--- config.mk ---
export PLATFORM = sky130hd
export DESIGN_NAME = tlb_mgmt_regs
export DESIGN_NICKNAME = d
export VERILOG_FILES = /design/src/tlb_mgmt_pkg.sv /design/src/tlb_mgmt_regs.sv
export VERILOG_INCLUDE_DIRS = /design/src /design/src/src
export SDC_FILE = /design/constraint.sdc
export NUM_CORES = 1
export LEC_CHECK = 0
export ABC_CLOCK_PERIOD_IN_PS = 2900
export BUFFER_PORTS_ARGS = -buffer_cell sky130_fd_sc_hd__buf_4
export CELL_PAD_IN_SITES_DETAIL_PLACEMENT = 1
export CELL_PAD_IN_SITES_GLOBAL_PLACEMENT = 1
export CORE_MARGIN = 2
export CORE_UTILIZATION = 25
export DETAILED_ROUTE_END_ITERATION = 7
export GPL_TIMING_DRIVEN = 1
export PLACE_DENSITY_LB_ADDON = 0.1
export RECOVER_POWER = 50
export SLEW_MARGIN = 20
export SYNTH_ARGS = -nofsm -noshare
export SYNTH_HDL_FRONTEND = slang
export SYNTH_SLANG_ARGS = --single-unit
--- constraint.sdc ---
create_clock -name sys_clk_i -period 2.9 [get_ports sys_clk_i]
set_input_delay 0.725 -clock sys_clk_i [delete_from_list [all_inputs] [get_ports sys_clk_i]]
set_output_delay 0.725 -clock sys_clk_i [all_outputs]
set_load 0.05 [all_outputs]
--- src/tlb_mgmt_defs.svh ---
// Constants for the translation-buffer management register set
// ----------------------------------------------------------------
// How it works
// - Registers read/written by move ops, selected by number
// - Move ops need kernel mode or usable bit 28; translation ops are not gated
// - Entry-select is 32 bits, six-bit index
// - Probe miss sets entry-select top bit
// - Read and indexed write use entry-select index
// - Reserved fields written zero, read zero
// - Replacement pointer is read-only, six bits
// - Pointer decrements on each graduating cycle above locked count
// - Pointer stays between locked count and top
// - Random write uses current pointer value
// - Pointer loads top on reset, locked write
// - Even and odd page-frame registers, same layout
// - Frame number gives address bits 33:6
// - Bits 63:62 hold uncached attribute, copied
// - Uncached attribute driven on bus 59:58
// - 64 bits wide; 32-bit user sees low half
// - Sign-extended load makes bits 33:31 uniform
// - Frame mask masks frame; attribute needs kernel or 64-bit mode
// - Global flag from both bit 0s
// - Hit on invalid entry raises invalid exception
// - Locked count clears to zero on reset
// ----------------------------------------------------------------
`ifndef TLB_MGMT_DEFS_SVH
`define TLB_MGMT_DEFS_SVH
`define REG_ENTRY_SELECT 5'h00
`define REG_REPLACE_PTR 5'h01
`define REG_EVEN_FRAME 5'h02
`define REG_ODD_FRAME 5'h03
`define REG_LOCKED_COUNT 5'h06
`define REG_FRAME_MASK 5'h15
`define KERNEL_OPS_BIT 28
`define PROBE_MISS_BIT 31
`define UC_HI 63
`define UC_LO 62
`define PFN_HI 33
`define PFN_LO 6
`define BUS_UC_HI 59
`define BUS_UC_LO 58
`define GLOBAL_BIT 0
`define VALID_BIT 1
`define FRAME_RW_MASK 64'hC000_0003_FFFF_FFFF
`endif

--- src/tlb_mgmt_pkg.sv ---
// Types for the translation-buffer management register set
package tlb_mgmt_pkg;
  typedef enum logic [1:0] {
    OP_NONE = 2'b00,
    OP_MOVE_FROM = 2'b01,
    OP_MOVE_TO = 2'b10
  } move_op_t;

  typedef enum logic [2:0] {
    TOP_NONE = 3'b000,
    TOP_PROBE = 3'b001,
    TOP_READ = 3'b010,
    TOP_WRITE_INDEXED = 3'b011,
    TOP_WRITE_RANDOM = 3'b100
  } tlb_op_t;

  // A full entry as it moves between registers and the array
  typedef struct packed {
    logic [63:0] even_frame;
    logic [63:0] odd_frame;
    logic global_flag;
  } tlb_entry_t;

  typedef struct packed {
    logic [5:0] index;
    logic probe_miss;
    logic [5:0] replace_ptr;
    logic [5:0] locked_count;
    logic [63:0] even_frame;
    logic [63:0] odd_frame;
    logic [63:0] frame_mask;
    logic [63:0] rd_data;
    logic rd_valid;
    logic unusable;
    logic [5:0] arr_index;
    logic arr_we;
    tlb_entry_t arr_wdata;
    logic [1:0] bus_uc;
    logic inval_load;
    logic inval_store;
  } state_t;
endpackage

--- src/tlb_mgmt_regs.sv ---
// Translation-buffer management registers of the system control coprocessor
`timescale 1ns/100ps
`include "tlb_mgmt_defs.svh"
module tlb_mgmt_regs #(
  parameter int ENTRIES = 64
) (
  // Clock and reset
  input wire logic sys_clk_i,
  input wire logic sys_rst_i,
  // Privilege state
  input wire logic kernel_mode_i,
  input wire logic [31:0] status_i,
  input wire logic mode64_i,
  // Move to and from the coprocessor
  input wire tlb_mgmt_pkg::move_op_t move_op_i,
  input wire logic [4:0] reg_num_i,
  input wire logic [63:0] wr_data_i,
  output logic [63:0] rd_data_o,
  output logic rd_valid_o,
  output logic unusable_o,
  // Translation operations
  input wire tlb_mgmt_pkg::tlb_op_t tlb_op_i,
  input wire logic probe_hit_i,
  input wire logic [5:0] probe_index_i,
  input wire tlb_mgmt_pkg::tlb_entry_t arr_rdata_i,
  output logic [5:0] arr_index_o,
  output logic arr_we_o,
  output tlb_mgmt_pkg::tlb_entry_t arr_wdata_o,
  // Pipeline events
  input wire logic graduate_i,
  // Lookup result and bus address cycle
  input wire logic lookup_hit_i,
  input wire logic lookup_store_i,
  input wire logic lookup_valid_i,
  input wire logic [1:0] lookup_uc_i,
  input wire logic addr_cycle_i,
  output logic [1:0] bus_uc_o,
  output logic inval_load_o,
  output logic inval_store_o
);
  import tlb_mgmt_pkg::*;

  localparam logic [5:0] TOP = 6'(ENTRIES - 1);

  state_t st_reg;
  state_t st_next;
  logic allowed;
  logic wide;
  logic [63:0] wval;
  logic [63:0] masked_even;
  logic [63:0] masked_odd;

  // Pointer step: reload top instead of entering the locked region
  function automatic logic [5:0] ptr_step(input logic [5:0] p, input logic [5:0] lo);
    ptr_step = (p <= lo || p == 6'h00) ? TOP : p - 6'h01;
  endfunction

  // Apply frame mask to the frame number only
  function automatic logic [63:0] mask_frame(input logic [63:0] f, input logic [63:0] m);
    mask_frame = f & ~(m & 64'h0000_0003_FFFF_FFC0);
  endfunction

  // ----------------------------------------------------------------
  // Next-state logic
  // ----------------------------------------------------------------
  // Privilege check gates every move op; translation ops are not gated
  assign allowed = kernel_mode_i || status_i[`KERNEL_OPS_BIT];

  // Full 64-bit access in kernel mode or with 64-bit ops enabled
  assign wide = mode64_i || kernel_mode_i;

  // In 32-bit user mode only the low word is written, sign-extended
  assign wval = (mode64_i || kernel_mode_i) ? wr_data_i
    : {{32{wr_data_i[31]}}, wr_data_i[31:0]};

  assign masked_even = mask_frame(st_reg.even_frame, st_reg.frame_mask);
  assign masked_odd = mask_frame(st_reg.odd_frame, st_reg.frame_mask);

  always_comb
  begin
    st_next = st_reg;
    st_next.rd_valid = 1'b0;
    st_next.unusable = 1'b0;
    st_next.arr_we = 1'b0;
    st_next.inval_load = 1'b0;
    st_next.inval_store = 1'b0;
    st_next.bus_uc = 2'b00;
    // Pointer steps only on graduation; a locked-count write reloads it to top
    if (graduate_i)
    begin
      st_next.replace_ptr = ptr_step(st_reg.replace_ptr, st_reg.locked_count);
    end
    // Move operations
    if (move_op_i != OP_NONE && !allowed)
    begin
      st_next.unusable = 1'b1;
    end
    else if (move_op_i == OP_MOVE_FROM)
    begin
      st_next.rd_valid = 1'b1;
      unique case (reg_num_i)
        `REG_ENTRY_SELECT: st_next.rd_data = {32'h0, st_reg.probe_miss, 25'h0, st_reg.index};
        `REG_REPLACE_PTR: st_next.rd_data = {58'h0, st_reg.replace_ptr};
        `REG_EVEN_FRAME: st_next.rd_data = (mode64_i || kernel_mode_i) ? st_reg.even_frame
          : {{32{st_reg.even_frame[31]}}, st_reg.even_frame[31:0]};
        `REG_ODD_FRAME: st_next.rd_data = (mode64_i || kernel_mode_i) ? st_reg.odd_frame
          : {{32{st_reg.odd_frame[31]}}, st_reg.odd_frame[31:0]};
        `REG_LOCKED_COUNT: st_next.rd_data = {58'h0, st_reg.locked_count};
        `REG_FRAME_MASK: st_next.rd_data = st_reg.frame_mask;
        default: st_next.rd_data = 64'h0;
      endcase
    end
    else if (move_op_i == OP_MOVE_TO)
    begin
      unique case (reg_num_i)
        `REG_ENTRY_SELECT: st_next.index = wval[5:0];
        // Sign extension must not reach the attribute bits in narrow mode
        `REG_EVEN_FRAME: st_next.even_frame = {(wide ? wval[63:62] : st_reg.even_frame[63:62]),
          wval[61:0]} & `FRAME_RW_MASK;
        `REG_ODD_FRAME: st_next.odd_frame = {(wide ? wval[63:62] : st_reg.odd_frame[63:62]),
          wval[61:0]} & `FRAME_RW_MASK;
        `REG_LOCKED_COUNT:
        begin
          st_next.locked_count = wval[5:0];
          st_next.replace_ptr = TOP;
        end
        `REG_FRAME_MASK: st_next.frame_mask = wval;
        default: st_next.index = st_reg.index; // Read-only pointer ignores writes
      endcase
    end
    // Translation operations
    unique case (tlb_op_i)
      TOP_PROBE:
      begin
        st_next.probe_miss = !probe_hit_i;
        if (probe_hit_i)
        begin
          st_next.index = probe_index_i;
        end
      end
      TOP_READ:
      begin
        st_next.arr_index = st_reg.index;
        // Mask keeps reserved bits zero even for never-written entries
        st_next.even_frame = arr_rdata_i.even_frame & `FRAME_RW_MASK;
        st_next.odd_frame = arr_rdata_i.odd_frame & `FRAME_RW_MASK;
      end
      TOP_WRITE_INDEXED, TOP_WRITE_RANDOM:
      begin
        st_next.arr_index = (tlb_op_i == TOP_WRITE_RANDOM) ? st_reg.replace_ptr
          : st_reg.index;
        st_next.arr_we = 1'b1;
        st_next.arr_wdata.even_frame = masked_even;
        st_next.arr_wdata.odd_frame = masked_odd;
        st_next.arr_wdata.global_flag = st_reg.even_frame[`GLOBAL_BIT]
          & st_reg.odd_frame[`GLOBAL_BIT];
      end
      // Idle: array follows the select so a read op finds its entry ready
      default: st_next.arr_index = st_next.index;
    endcase
    // Lookup results: invalid page and bus attribute
    if (lookup_hit_i && !lookup_valid_i)
    begin
      st_next.inval_load = !lookup_store_i;
      st_next.inval_store = lookup_store_i;
    end
    if (addr_cycle_i)
    begin
      st_next.bus_uc = lookup_uc_i;
    end
  end

  // ----------------------------------------------------------------
  // State register
  // ----------------------------------------------------------------
  always_ff @(posedge sys_clk_i)
  begin
    if (sys_rst_i)
    begin
      st_reg <= '0;
      st_reg.replace_ptr <= TOP;
      st_reg.locked_count <= 6'h00;
    end
    else
    begin
      st_reg <= st_next;
    end
  end

  // Outputs come straight from the state register
  assign rd_data_o = st_reg.rd_data;
  assign rd_valid_o = st_reg.rd_valid;
  assign unusable_o = st_reg.unusable;
  assign arr_index_o = st_reg.arr_index;
  assign arr_we_o = st_reg.arr_we;
  assign arr_wdata_o = st_reg.arr_wdata;
  assign bus_uc_o = st_reg.bus_uc;
  assign inval_load_o = st_reg.inval_load;
  assign inval_store_o = st_reg.inval_store;

  // ----------------------------------------------------------------
  // Checks
  // ----------------------------------------------------------------
  a_ptr_bounds: assert property (@(posedge sys_clk_i) disable iff (sys_rst_i)
    st_reg.replace_ptr <= TOP) else $error("pointer above top");
  a_ptr_hold: assert property (@(posedge sys_clk_i) disable iff (sys_rst_i)
    !graduate_i && !(move_op_i == OP_MOVE_TO && reg_num_i == `REG_LOCKED_COUNT && allowed)
    |=> $stable(st_reg.replace_ptr)) else $error("pointer moved without graduation");
  a_locked_reload: assert property (@(posedge sys_clk_i) disable iff (sys_rst_i)
    move_op_i == OP_MOVE_TO && reg_num_i == `REG_LOCKED_COUNT && allowed
    |=> st_reg.replace_ptr == TOP) else $error("pointer not reloaded");
  a_unusable_op: assert property (@(posedge sys_clk_i) disable iff (sys_rst_i)
    move_op_i != OP_NONE && !allowed |=> unusable_o && !rd_valid_o)
    else $error("unprivileged op not refused");
  a_probe_miss: assert property (@(posedge sys_clk_i) disable iff (sys_rst_i)
    tlb_op_i == TOP_PROBE && !probe_hit_i |=> st_reg.probe_miss)
    else $error("probe miss not flagged");
  a_random_index: assert property (@(posedge sys_clk_i) disable iff (sys_rst_i)
    tlb_op_i == TOP_WRITE_RANDOM |=> arr_we_o && arr_index_o == $past(st_reg.replace_ptr))
    else $error("random write wrong entry");
  a_global_flag: assert property (@(posedge sys_clk_i) disable iff (sys_rst_i)
    arr_we_o |-> arr_wdata_o.global_flag == (arr_wdata_o.even_frame[0] & arr_wdata_o.odd_frame[0]))
    else $error("global flag wrong");
  a_select_zero: assert property (@(posedge sys_clk_i) disable iff (sys_rst_i)
    rd_valid_o && $past(reg_num_i) == `REG_ENTRY_SELECT |-> rd_data_o[30:6] == 25'h0)
    else $error("reserved bits nonzero");
  a_invalid_exc: assert property (@(posedge sys_clk_i) disable iff (sys_rst_i)
    lookup_hit_i && !lookup_valid_i |=> (inval_load_o ^ inval_store_o))
    else $error("invalid exception missing");

  // ----------------------------------------------------------------
  // Register read-back checks
  // ----------------------------------------------------------------
  // Pointer read returns the value held when the read was taken
  a_rd_ptr_value: assert property (@(posedge sys_clk_i) disable iff (sys_rst_i)
    move_op_i == OP_MOVE_FROM && allowed && reg_num_i == `REG_REPLACE_PTR
    |=> rd_data_o == {58'h0, $past(st_reg.replace_ptr)})
    else $error("pointer read wrong");

  // Select read carries the index and the miss flag in place
  a_rd_index_value: assert property (@(posedge sys_clk_i) disable iff (sys_rst_i)
    move_op_i == OP_MOVE_FROM && allowed && reg_num_i == `REG_ENTRY_SELECT
    |=> rd_data_o[5:0] == $past(st_reg.index) && rd_data_o[31] == $past(st_reg.probe_miss))
    else $error("select read wrong");

  // Entry-select and pointer registers read zero in their upper word
  a_rd_upper_zero: assert property (@(posedge sys_clk_i) disable iff (sys_rst_i)
    move_op_i == OP_MOVE_FROM && allowed && reg_num_i <= `REG_REPLACE_PTR
    |=> rd_data_o[63:32] == 32'h0)
    else $error("upper word nonzero");

  // Unmapped register numbers read as zero
  a_rd_unmapped: assert property (@(posedge sys_clk_i) disable iff (sys_rst_i)
    move_op_i == OP_MOVE_FROM && allowed && reg_num_i == 5'h09
    |=> rd_data_o == 64'h0)
    else $error("unmapped read nonzero");

  // Narrow mode shows only the sign-extended low word
  a_narrow_read: assert property (@(posedge sys_clk_i) disable iff (sys_rst_i)
    move_op_i == OP_MOVE_FROM && allowed && !wide && reg_num_i == `REG_EVEN_FRAME
    |=> rd_data_o[63:32] == {32{rd_data_o[31]}})
    else $error("narrow read not extended");

  // ----------------------------------------------------------------
  // Replacement pointer checks
  // ----------------------------------------------------------------
  // Software writes to the pointer have no effect
  a_ptr_readonly: assert property (@(posedge sys_clk_i) disable iff (sys_rst_i)
    move_op_i == OP_MOVE_TO && allowed && reg_num_i == `REG_REPLACE_PTR && !graduate_i
    |=> $stable(st_reg.replace_ptr))
    else $error("pointer written by software");

  // A graduation above the floor steps down by exactly one
  a_ptr_step: assert property (@(posedge sys_clk_i) disable iff (sys_rst_i)
    graduate_i && st_reg.replace_ptr > st_reg.locked_count
    && !(move_op_i == OP_MOVE_TO && allowed && reg_num_i == `REG_LOCKED_COUNT)
    |=> st_reg.replace_ptr == $past(st_reg.replace_ptr) - 6'h01)
    else $error("pointer step wrong");

  // A graduation at the floor wraps to the top
  a_ptr_wrap: assert property (@(posedge sys_clk_i) disable iff (sys_rst_i)
    graduate_i && (st_reg.replace_ptr <= st_reg.locked_count || st_reg.replace_ptr == 6'h00)
    && !(move_op_i == OP_MOVE_TO && allowed && reg_num_i == `REG_LOCKED_COUNT)
    |=> st_reg.replace_ptr == TOP)
    else $error("pointer did not wrap");

  // Pointer never names a locked entry unless it sits at the top
  a_ptr_floor: assert property (@(posedge sys_clk_i) disable iff (sys_rst_i)
    st_reg.replace_ptr >= st_reg.locked_count || st_reg.replace_ptr == TOP)
    else $error("pointer in locked region");

  // Reset leaves the pointer at its top
  a_reset_ptr: assert property (@(posedge sys_clk_i)
    sys_rst_i |=> st_reg.replace_ptr == TOP)
    else $error("pointer not at top after reset");

  // Reset clears the locked count
  a_reset_locked: assert property (@(posedge sys_clk_i)
    sys_rst_i |=> st_reg.locked_count == 6'h00)
    else $error("locked count not cleared");

  // A refused op leaves the register contents alone
  a_refused_state: assert property (@(posedge sys_clk_i) disable iff (sys_rst_i)
    move_op_i != OP_NONE && !allowed && tlb_op_i == TOP_NONE && !graduate_i
    |=> $stable(st_reg.index) && $stable(st_reg.locked_count) && $stable(st_reg.replace_ptr))
    else $error("refused op changed state");

  // ----------------------------------------------------------------
  // Array write checks
  // ----------------------------------------------------------------
  // Indexed write goes to the selected entry
  a_write_index: assert property (@(posedge sys_clk_i) disable iff (sys_rst_i)
    tlb_op_i == TOP_WRITE_INDEXED
    |=> arr_we_o && arr_index_o == $past(st_reg.index))
    else $error("indexed write wrong entry");

  // Frame number reaches the array through the mask
  a_frame_data: assert property (@(posedge sys_clk_i) disable iff (sys_rst_i)
    tlb_op_i == TOP_WRITE_INDEXED || tlb_op_i == TOP_WRITE_RANDOM
    |=> arr_wdata_o.even_frame[33:6] == ($past(st_reg.even_frame[33:6]) & ~$past(st_reg.frame_mask[33:6])))
    else $error("frame number wrong");

  // Attribute bits are copied unmasked into both halves
  a_uc_copy: assert property (@(posedge sys_clk_i) disable iff (sys_rst_i)
    tlb_op_i == TOP_WRITE_INDEXED || tlb_op_i == TOP_WRITE_RANDOM
    |=> arr_wdata_o.even_frame[63:62] == $past(st_reg.even_frame[63:62])
    && arr_wdata_o.odd_frame[63:62] == $past(st_reg.odd_frame[63:62]))
    else $error("attribute not copied");

  // Narrow writes give uniform bits 33:31
  a_sign_uniform: assert property (@(posedge sys_clk_i) disable iff (sys_rst_i)
    move_op_i == OP_MOVE_TO && allowed && !wide && reg_num_i == `REG_EVEN_FRAME
    && tlb_op_i != TOP_READ
    |=> st_reg.even_frame[33:31] == 3'b000 || st_reg.even_frame[33:31] == 3'b111)
    else $error("bits 33:31 mixed");

  // Narrow writes cannot set the attribute bits
  a_uc_locked: assert property (@(posedge sys_clk_i) disable iff (sys_rst_i)
    move_op_i == OP_MOVE_TO && allowed && !wide && reg_num_i == `REG_EVEN_FRAME
    && tlb_op_i == TOP_NONE
    |=> $stable(st_reg.even_frame[63:62]))
    else $error("attribute set in narrow mode");

  // ----------------------------------------------------------------
  // System bus attribute checks
  // ----------------------------------------------------------------
  // Attribute follows the address cycle by one clock
  a_bus_attr: assert property (@(posedge sys_clk_i) disable iff (sys_rst_i)
    addr_cycle_i |=> bus_uc_o == $past(lookup_uc_i))
    else $error("bus attribute wrong");

  // Outside address cycles the attribute lines rest at zero
  a_bus_idle: assert property (@(posedge sys_clk_i) disable iff (sys_rst_i)
    !addr_cycle_i |=> bus_uc_o == 2'b00)
    else $error("bus attribute not idle");
endmodule // tlb_mgmt_regs

==> results of run 1 <==
==> layout make-up <==
class	count	area share (%)
multi-input combinational	1123	37.5
sequential	305	36.0
timing repair buffer	363	13.6
clock buffer	59	6.81
tap	756	5.58
clock inverter	4	0.266
inverter	11	0.244
==> per-stage QoR <==
stage | hold slack [ns] | std cells | power, mW | utilization, % | setup WS [ns]
after floorplan | 0.426 | 1770 | 5.30 | - | 0.251
after global placement | 0.441 | 2558 | 5.71 | 29.0 | 0.0508
after detailed placement | 0.445 | 2558 | 5.72 | 29.0 | 0.0200
after CTS | 0.297 | 2621 | 10.5 | 31.1 | 0.619
after global routing | 0.313 | 2621 | 10.7 | 30.1 | 0.229
final | 0.340 | 2621 | 10.3 | 30.1 | 0.452
==> worst max path at each step <==
stage            startpoint         endpoint  slack [ns]  cells after the start
3_5_place_dp   reg_num_i[3]      st_reg[357]        0.02                      7
2_1_floorplan  reg_num_i[3]   arr_index_o[0]        0.25                      7
4_1_cts        reg_num_i[3]      st_reg[365]        0.62                      7
6_report        tlb_op_i[0]  arr_wdata_o[32]        0.45                      6
3_3_place_gp   reg_num_i[3]   arr_index_o[0]        0.05                      7
5_1_grt         tlb_op_i[0]  arr_wdata_o[32]        0.23                      6
==> critical path, delay by kind of cell <==
| family | cells | cell delay (ns) |
|---|---|---|
| simple gates | 2 | 0.78 |
| compound gates | 2 | 0.35 |
| buf+inv | 2 | 0.94 |
==> cell usage in the layout (no fill, tap or decap), types with 41 or more instances in the layout <==
cell / instances
a211oi_1: 98
a21oi_1: 206
buf_4: 198
clkbuf_1: 163
clkbuf_16: 41
conb_1: 56
dfxtp_1: 305
mux2i_1: 69
nand2_1: 257
nand3b_1: 56
nor2_1: 154
o21ai_0: 43
==> cells in the mapped netlist, types with 19 or more instances <==
cell type / instances
a211oi_1: 98
a21oi_1: 208
clkbuf_1: 114
a22oi_1: 26
mux2i_1: 69
nand2_1: 258
dfxtp_1: 305
nand3b_1: 56
buf_4: 203
a311oi_1: 25
nor2_1: 158
nand3_1: 19
o21ai_0: 43
==> logic make-up after synthesis <==
logic type / count (synthesis) / share of synthesized area, %
simple gates: 541 / 16.8
fa+ha+maj: 8 / 0.703
mux: 76 / 5.64
flops: 305 / 42.9
buf+inv: 342 / 14.5
compound gates: 442 / 19.4
other cells: 1 / 0.0263
==> per-layer routing <==
metal | wire (um) | up-vias | global-route usage, %
met4 | 1140 | 2 | 4.85
met2 | 25600 | 262 | 29.7
met3 | 2500 | 72 | 3.57
met1 | 24800 | 5977 | 23.7
li1 | - | 5958 | -
met5 | 13 | - | 0
==> power groups by stage <==
stage	Combinational [mW]	Clock [mW]	Sequential, mW
floorplan	0.841	0	4.46
global placement	1.23	0	4.48
detailed placement	1.23	0	4.49
CTS	1.24	4.89	4.40
global route	1.26	5.05	4.41
finish	1.17	4.71	4.39
==> results.md, run 1 <==
Drt:
- The average routed wire per standard cell is 20.6 um.
- The remaining design rule violation count is 0.
- The routed via count divided by cell count is around 4.7.
- The number of detailed-routing iterations run before antenna repair is 4.
- For this block, the routed nets add up to about 54 mm of wire.
- The number of antenna-violating nets in the routed design is 0.
- Summing over every cut layer, the via total after detailed routing is around 12,000.
- The initial DRC count is 524.

Status:
- The flow ran to the end, and the final reports show no timing, DRC or antenna violations.

Floorplan:
- between 400 and 500 I/O pins were placed.
- The placement row count is 87.
- The vertical die dimension is roughly 240 um.
- The die outline width is between 200 and 250 um.
- The effective utilization at floorplan is approximately 25%.
- The core footprint is between 0.05 and 0.06 mm2.
- The total die area is 0.0589 mm2.

Yosys:
- The area share of the largest cell type after synthesis is a little over two fifths.
- A synthesized cell averages slightly above 8 um2.
- After synthesis the netlist holds a flip-flop and latch count of ~310.
- The distinct cell type count after synthesis is 50.
- The post-synthesis async set-or-reset flop share is 0%.
- Counting flops with a built-in enable in the synthesized netlist gives 0.
- The flip-flop cell with the highest count after synthesis is dfxtp_1.
- The total standard cell area after synthesis is about 0.014 mm2.
- The total of warnings raised by yosys is 0.
- After technology mapping, the gate count stands at about 1,700.
- By area the synthesized netlist is led by dfxtp_1 (43%), buf_4 (11%), a21oi_1 (7.3%).
- The largest area contributor in the netlist is dfxtp_1.
- After synthesis, flip-flops and latches occupy approximately 43% of the total area.

STA:
- Timing would allow up to around 410 MHz.
- The final-report setup violation count is 0.
- The slew at the pin closest to its max-slew limit is 1.41 ns.
- The worst setup skew after layout is 0.0136 ns.
- Setup repair after global routing left no endpoint under its margin.
- The worst relative slew slack is between 6 and 7%.
- The count of final max-slew check failures was 0.
- The minimum clock period after layout is between 2 and 2.5 ns.
- Setup total negative slack on the finished layout was measured at 0 ns.
- The number of endpoints with negative hold slack in the final report is 0.
- Dividing the final minimum period by the clock period gives between 80% and 90%.

Clock network:
- The number of buffers created by CTS is 40.
- The number of setup buffers added after CTS is 0.
- For the worst-skew pair, the clock arrives at the later sink with an insertion delay of ~0.55 ns.
- The root buffer cell chosen for the clock tree is clkbuf_16.
- The TritonCTS clock tree is yes.
- The H-tree was split into 2 levels.
- The hold buffer count at CTS is 0.
- After clock tree synthesis, the clock-pin slew on the worst setup and hold paths is 0.06 ns.
- The clock net in this run drives a total of between 300 and 400 sinks.
- The clock passes through at most 3 buffers.
- After clock tree synthesis, the repair step resized 0 gates.

Setup path:
- In this run the critical register-to-register path is captured at st_reg[407].
- The number of cell instances on the worst register-to-register path is 6.
- The critical path class is input port to flip-flop.
- At the worst endpoint, the arrival time is 2.90 ns.
- The signal on the critical path passes through clkbuf_1 -> nor3b_1 -> a21o_2 -> clkbuf_4 -> nand3b_1 -> a21oi_1.
- The worst register-to-register path begins at st_reg[407].
- The flop-to-flop setup slack is just over 0.9 ns.
- The critical path endpoint category is a flip-flop.
- The master of the slowest instance on the critical path is clkbuf_4.
- STA puts the critical path data required time at approximately 3.4 ns.
- The largest fanout on the critical path is 73.
- The biggest cell delay along the critical path is between 0.7 and 0.8 ns.
- The startpoint type of the worst setup path is an input port.

Global routing:
- The leftover overflow at the end of global routing is 0.
- The largest net degree at the start of global routing is around 100.
- The first-pass GRT wire length is 81.1 mm.
- Global routing used approximately 18% of the available tracks across all layers.
- The initial antenna violation count is 1.
- The number of global-route vias before repair is around 13,000.

Worst hold path:
- The worst hold path was traced through 2 stages.
- The class of the most critical hold timing path is input port to flip-flop.
- The start point of the worst min-delay path is lookup_store_i.
- The endpoint of the worst hold path is inval_load_o.

Pwr:
- Summed over all cells, the static leakage comes to a little under 6 nW.
- The power per cell area is 606 mW/mm2.
- The clock network accounts for between 40% and 50% of the total power.
- The fraction of power consumed by combinational cells is roughly 11%.
- Per report_power, the sequential group accounts for around 43% of the total.
- The worst IR drop on VDD is roughly 330 uV.
- The switching power summed over all nets is 2.82 mW.
- Net switching is a little over a quarter of the power.
- The cell-internal power is ~7.5 mW.

Layout:
- The post-route netlist has between 15 and 20% of its cells at a drive strength greater than 1.
- The multi-input combinational cells in the finished layout cover a total of between 0.006 and 0.007 mm2.
- The sequential cell area is 0.00611 mm2.
- The number of antenna diodes is 0.
- The area overhead of the layout relative to synthesis is 19.0%.
- The number of flip-flops in the largest register is ~160.
- The filler cell count in the final layout is approximately 6,800.
- The total number of nets in the final design is about 2,100.
- The final instance area is roughly 0.017 mm2.

Placement:
- After legalization and detailed placement, the total HPWL measured roughly 38 mm.
- The placer's final routability congestion estimate is just under 0.8.
- Port buffering added between 300 and 400 buffers.
- The placement-stage cell area is approximately 0.016 mm2.

Run:
- Across the run, the number of max-cap violations was 0.
Power figures use the tool's default switching activity.
==> run 2, diff against run 1 <==
--- a/config.mk
+++ b/config.mk
@@ -6,7 +6,7 @@
 export SDC_FILE = /design/constraint.sdc
 export NUM_CORES = 1
 export LEC_CHECK = 0
-export ABC_CLOCK_PERIOD_IN_PS = 2900
+export ABC_CLOCK_PERIOD_IN_PS = 2350
 export BUFFER_PORTS_ARGS = -buffer_cell sky130_fd_sc_hd__buf_4
 export CELL_PAD_IN_SITES_DETAIL_PLACEMENT = 1
 export CELL_PAD_IN_SITES_GLOBAL_PLACEMENT = 1
==> constraint.sdc (replaced) <==
create_clock -name sys_clk_i -period 2.35 [get_ports sys_clk_i]
set_input_delay 0.5875 -clock sys_clk_i [delete_from_list [all_inputs] [get_ports sys_clk_i]]
set_output_delay 0.5875 -clock sys_clk_i [all_outputs]
set_load 0.05 [all_outputs]
==> run 2 against run 1 <==
Compared with the run above: worst hold slack got worse by 0.14 ns; clock power is 41% higher; count of clock-buffer cells in the layout down 2; via count grew 1.5%; combinational power is 27% higher; sequential cell count stayed put; core utilization up 1.2 points; worst setup slack got worse by 0.20 ns; non-clock buffer count increased by 24; sequential share of layout area decreased by 1.4 points; highest routed layer unchanged.
==> results.md, run 2 (same netlist as run 1, synthesis figures left out) <==
STA:
- Setup violations remaining at the end of the flow were counted as 0.
- The count of final max-slew check failures was 0.
- After layout, the worst path uses between 80% and 90% of the clock period.
- The slew at the pin closest to its max-slew limit is 1.01 ns.
- The minimum clock period after layout is 2.10 ns.
- Setup slack closes at ~0.25 ns.
- The number of endpoints with negative hold slack in the final report is 0.
- In this run the tightest slew margin relative to its limit is roughly 33%.
- Setup repair after global routing left no endpoint under its margin.
- The highest attainable clock frequency is approximately 480 MHz.
- For the final database, setup skew stands at 0.0254 ns.

Drt:
- For this block, the via count after detailed routing is 12,459.
- In the routed layout, each cell is associated on average with a via count of 4.69.
- The number of detailed-routing iterations run before antenna repair is 5.
- The initial DRC count is roughly 570.
- The highest signal layer in the routed design is met5.
- For this block, wires on met1 add up to about 25 mm.
- The met2 layer wire length in the routed design is between 20 and 30 mm.
- The average routed wire per standard cell is 20.4 um.
- After detailed routing, the number of remaining DRC violations is 0.
- The final wirelength is about 54 mm.
- The met3 wire length is about 2.6 mm.
- The number of antenna-violating nets in the routed design is 0.

Floorplan:
- The number of top-level design ports is between 400 and 500.
- The die covers approximately 0.06 mm2.
- The effective utilization at floorplan is between 20 and 30%.
- The core footprint is between 0.05 and 0.06 mm2.
- The placement row count is between 80 and 90.
- The vertical die dimension is between 200 and 250 um.
- Measured along the x axis, the die boundary spans 243 um.

Placement:
- The count of input and output buffers is ~310.
- The placement-stage cell area is between 0.015 and 0.02 mm2.
- The placed wire-length estimate after detailed placement is around 38 mm.
- Timing analysis after detailed placement gives a worst setup slack of -0.181 ns.
- The congestion estimate from routability-driven global placement came to 0.791.

Layout:
- The total number of nets in the final design is ~2,100.
- For this run, the share of the core covered by cells in the final layout is 31.3%.
- With fillers left out, the area of the finished cells amounts to 0.0176 mm2.
- The commonest non-fill, non-tap cell in the layout is dfxtp_1.
- Relative to the synthesized area, the layout overhead comes to 23.8%.
- The share of final-layout standard cells stronger than drive strength 1 is a little under a fifth.
- The top cell types in the final layout, fill and taps aside, are dfxtp_1 (305), nand2_1 (258), buf_4 (226).
- The register with the most flip-flops in the layout has around 160 of them.
- The number of antenna diodes in the final layout is 0.

Clock network:
- In this run the clock root is driven by a clkbuf_16.
- The number of H-tree levels is 2.
- After clock tree synthesis, the clock-pin slew on the worst setup and hold paths is ~0.060 ns.
- After clock tree synthesis, the repair step resized 0 gates.
- The source-to-sink clock delay at the later pin of the worst-skew pair is about 0.57 ns.
- In this run, CTS created clock tree buffers numbering between 40 and 50.
- After clock tree synthesis, the flow added hold-fix buffers numbering 0.
- The TritonCTS sink count is about 310.
- TritonCTS built the clock tree.
- In this run the post-CTS setup repair buffer count came out at 0.
- Counting along the longest clock path gives a buffer depth of 3.

Setup path:
- The number of cell instances on the worst register-to-register path is 6.
- The critical path class is input port to flip-flop.
- In this run the worst path has a maximum fanout of 6.
- The worst register-to-register path ends at st_reg[408].
- For flop-to-flop paths, the worst setup slack is roughly 0.45 ns.
- STA puts the critical path data required time at 2.75 ns.
- The worst setup path is launched from an input port.
- The startpoint identified for the worst register-to-register timing path is st_reg[408].
- The arrival time at the worst endpoint is 2.50 ns.
- In this run the worst setup path begins at reg_num_i[4].
- STA classifies the critical path endpoint as a flip-flop.

Global routing:
- The number of global-route vias before repair came to roughly 13,000.
- Global routing finished with a remaining overflow of 0.
- The total track usage is roughly 18%.
- The initial antenna violation count was 2.
- Entering global routing, the biggest net connects roughly 110 pins.
- The first global-routing pass estimated 81.6 mm of wire.

Pwr:
- The switching power summed over all nets is 3.68 mW.
- The clock network power share is a little under 50%.
- The internal power of the cells totals between 9 and 10 mW.
- The fraction of power consumed by combinational cells is between 10% and 20%.
- The relative contribution of sequential cells to total power is 40.1%.
- Of the total power, the share spent switching nets is a little over a quarter.
- In this run the static leakage power is slightly above 6 nW.
- IR analysis of the VDD net gives a maximum drop of between 300 and 400 uV.
- The power per cell area is roughly 770 mW/mm2.

Worst hold path:
- The endpoint of the worst hold path is inval_store_o.
- The worst hold path was traced through 2 stages.
- The class of the most critical hold timing path is input port to flip-flop.
- The startpoint identified for the worst hold timing path is lookup_valid_i.

Run:
- Across the run, the number of max-cap violations was 0.

Status:
- The flow ran to the end, and the final reports show no timing, DRC or antenna violations.
-- run 2: cell types whose count changed in the layout (fill, tap and decap cells not counted), sizes merged --
cell	previous run	this run
inv	11	12
clkbuf	212	192
clkinv	3	11
clkinvlp	0	2
bufinv	1	5
buf	210	252
-- run 2: power by group through the flow --
| stage | registers, mW | clock network, mW | logic (mW) |
|---|---|---|---|
| finish | 5.42 | 6.62 | 1.49 |
| global route | 5.44 | 7.09 | 1.60 |
| CTS | 5.42 | 6.87 | 1.57 |
| detailed placement | 5.54 | 0 | 1.56 |
| global placement | 5.53 | 0 | 1.55 |
| floorplan | 5.50 | 0 | 1.04 |
-- run 2: worst max-delay path by stage --
stage	end	slack (ns)	depth (start not counted)
6_report	arr_index_o[5]	0.25	6
5_1_grt	arr_index_o[4]	0.18	6
4_1_cts	st_reg[357]	0.40	8
3_5_place_dp	st_reg[357]	-0.18	8
3_3_place_gp	st_reg[286]	-0.16	8
2_1_floorplan	arr_index_o[0]	-0.05	7
-- run 2: stage by stage --
step | hold slack (ns) | TNS (ns) | instances | power (mW)
floorplan | 0.426 | -0.311 | 1770 | 6.55
global placement | 0.441 | -9.21 | 2582 | 7.09
detailed placement | 0.448 | -12.13 | 2582 | 7.10
CTS | 0.160 | 0 | 2658 | 13.9
global route | 0.162 | 0 | 2658 | 14.1
finish | 0.198 | 0 | 2658 | 13.5
-- run 2: cell type report --
class                   count  area, um2
inverters                  11       41.3
clock buffers              57       1180
well taps                 756        946
clock inverters            19        263
fillers                  6746      38800
repair buffers            387       2720
flip-flops and latches    305       6110
multi-input cells        1123       6370
-- run 2: critical path, stage by stage --
cell      delay [ns]
buf_4           0.11
or3_1           0.39
or4_1           0.69
mux2_1          0.42
a221oi_2        0.24
nor3_1          0.07
-- run 2: metal layers --
metal	track usage, %	vias to the layer above
met2	30.5	251
met3	3.88	65
li1	-	6027
met5	0	-
met1	23.1	6112
met4	4.01	4
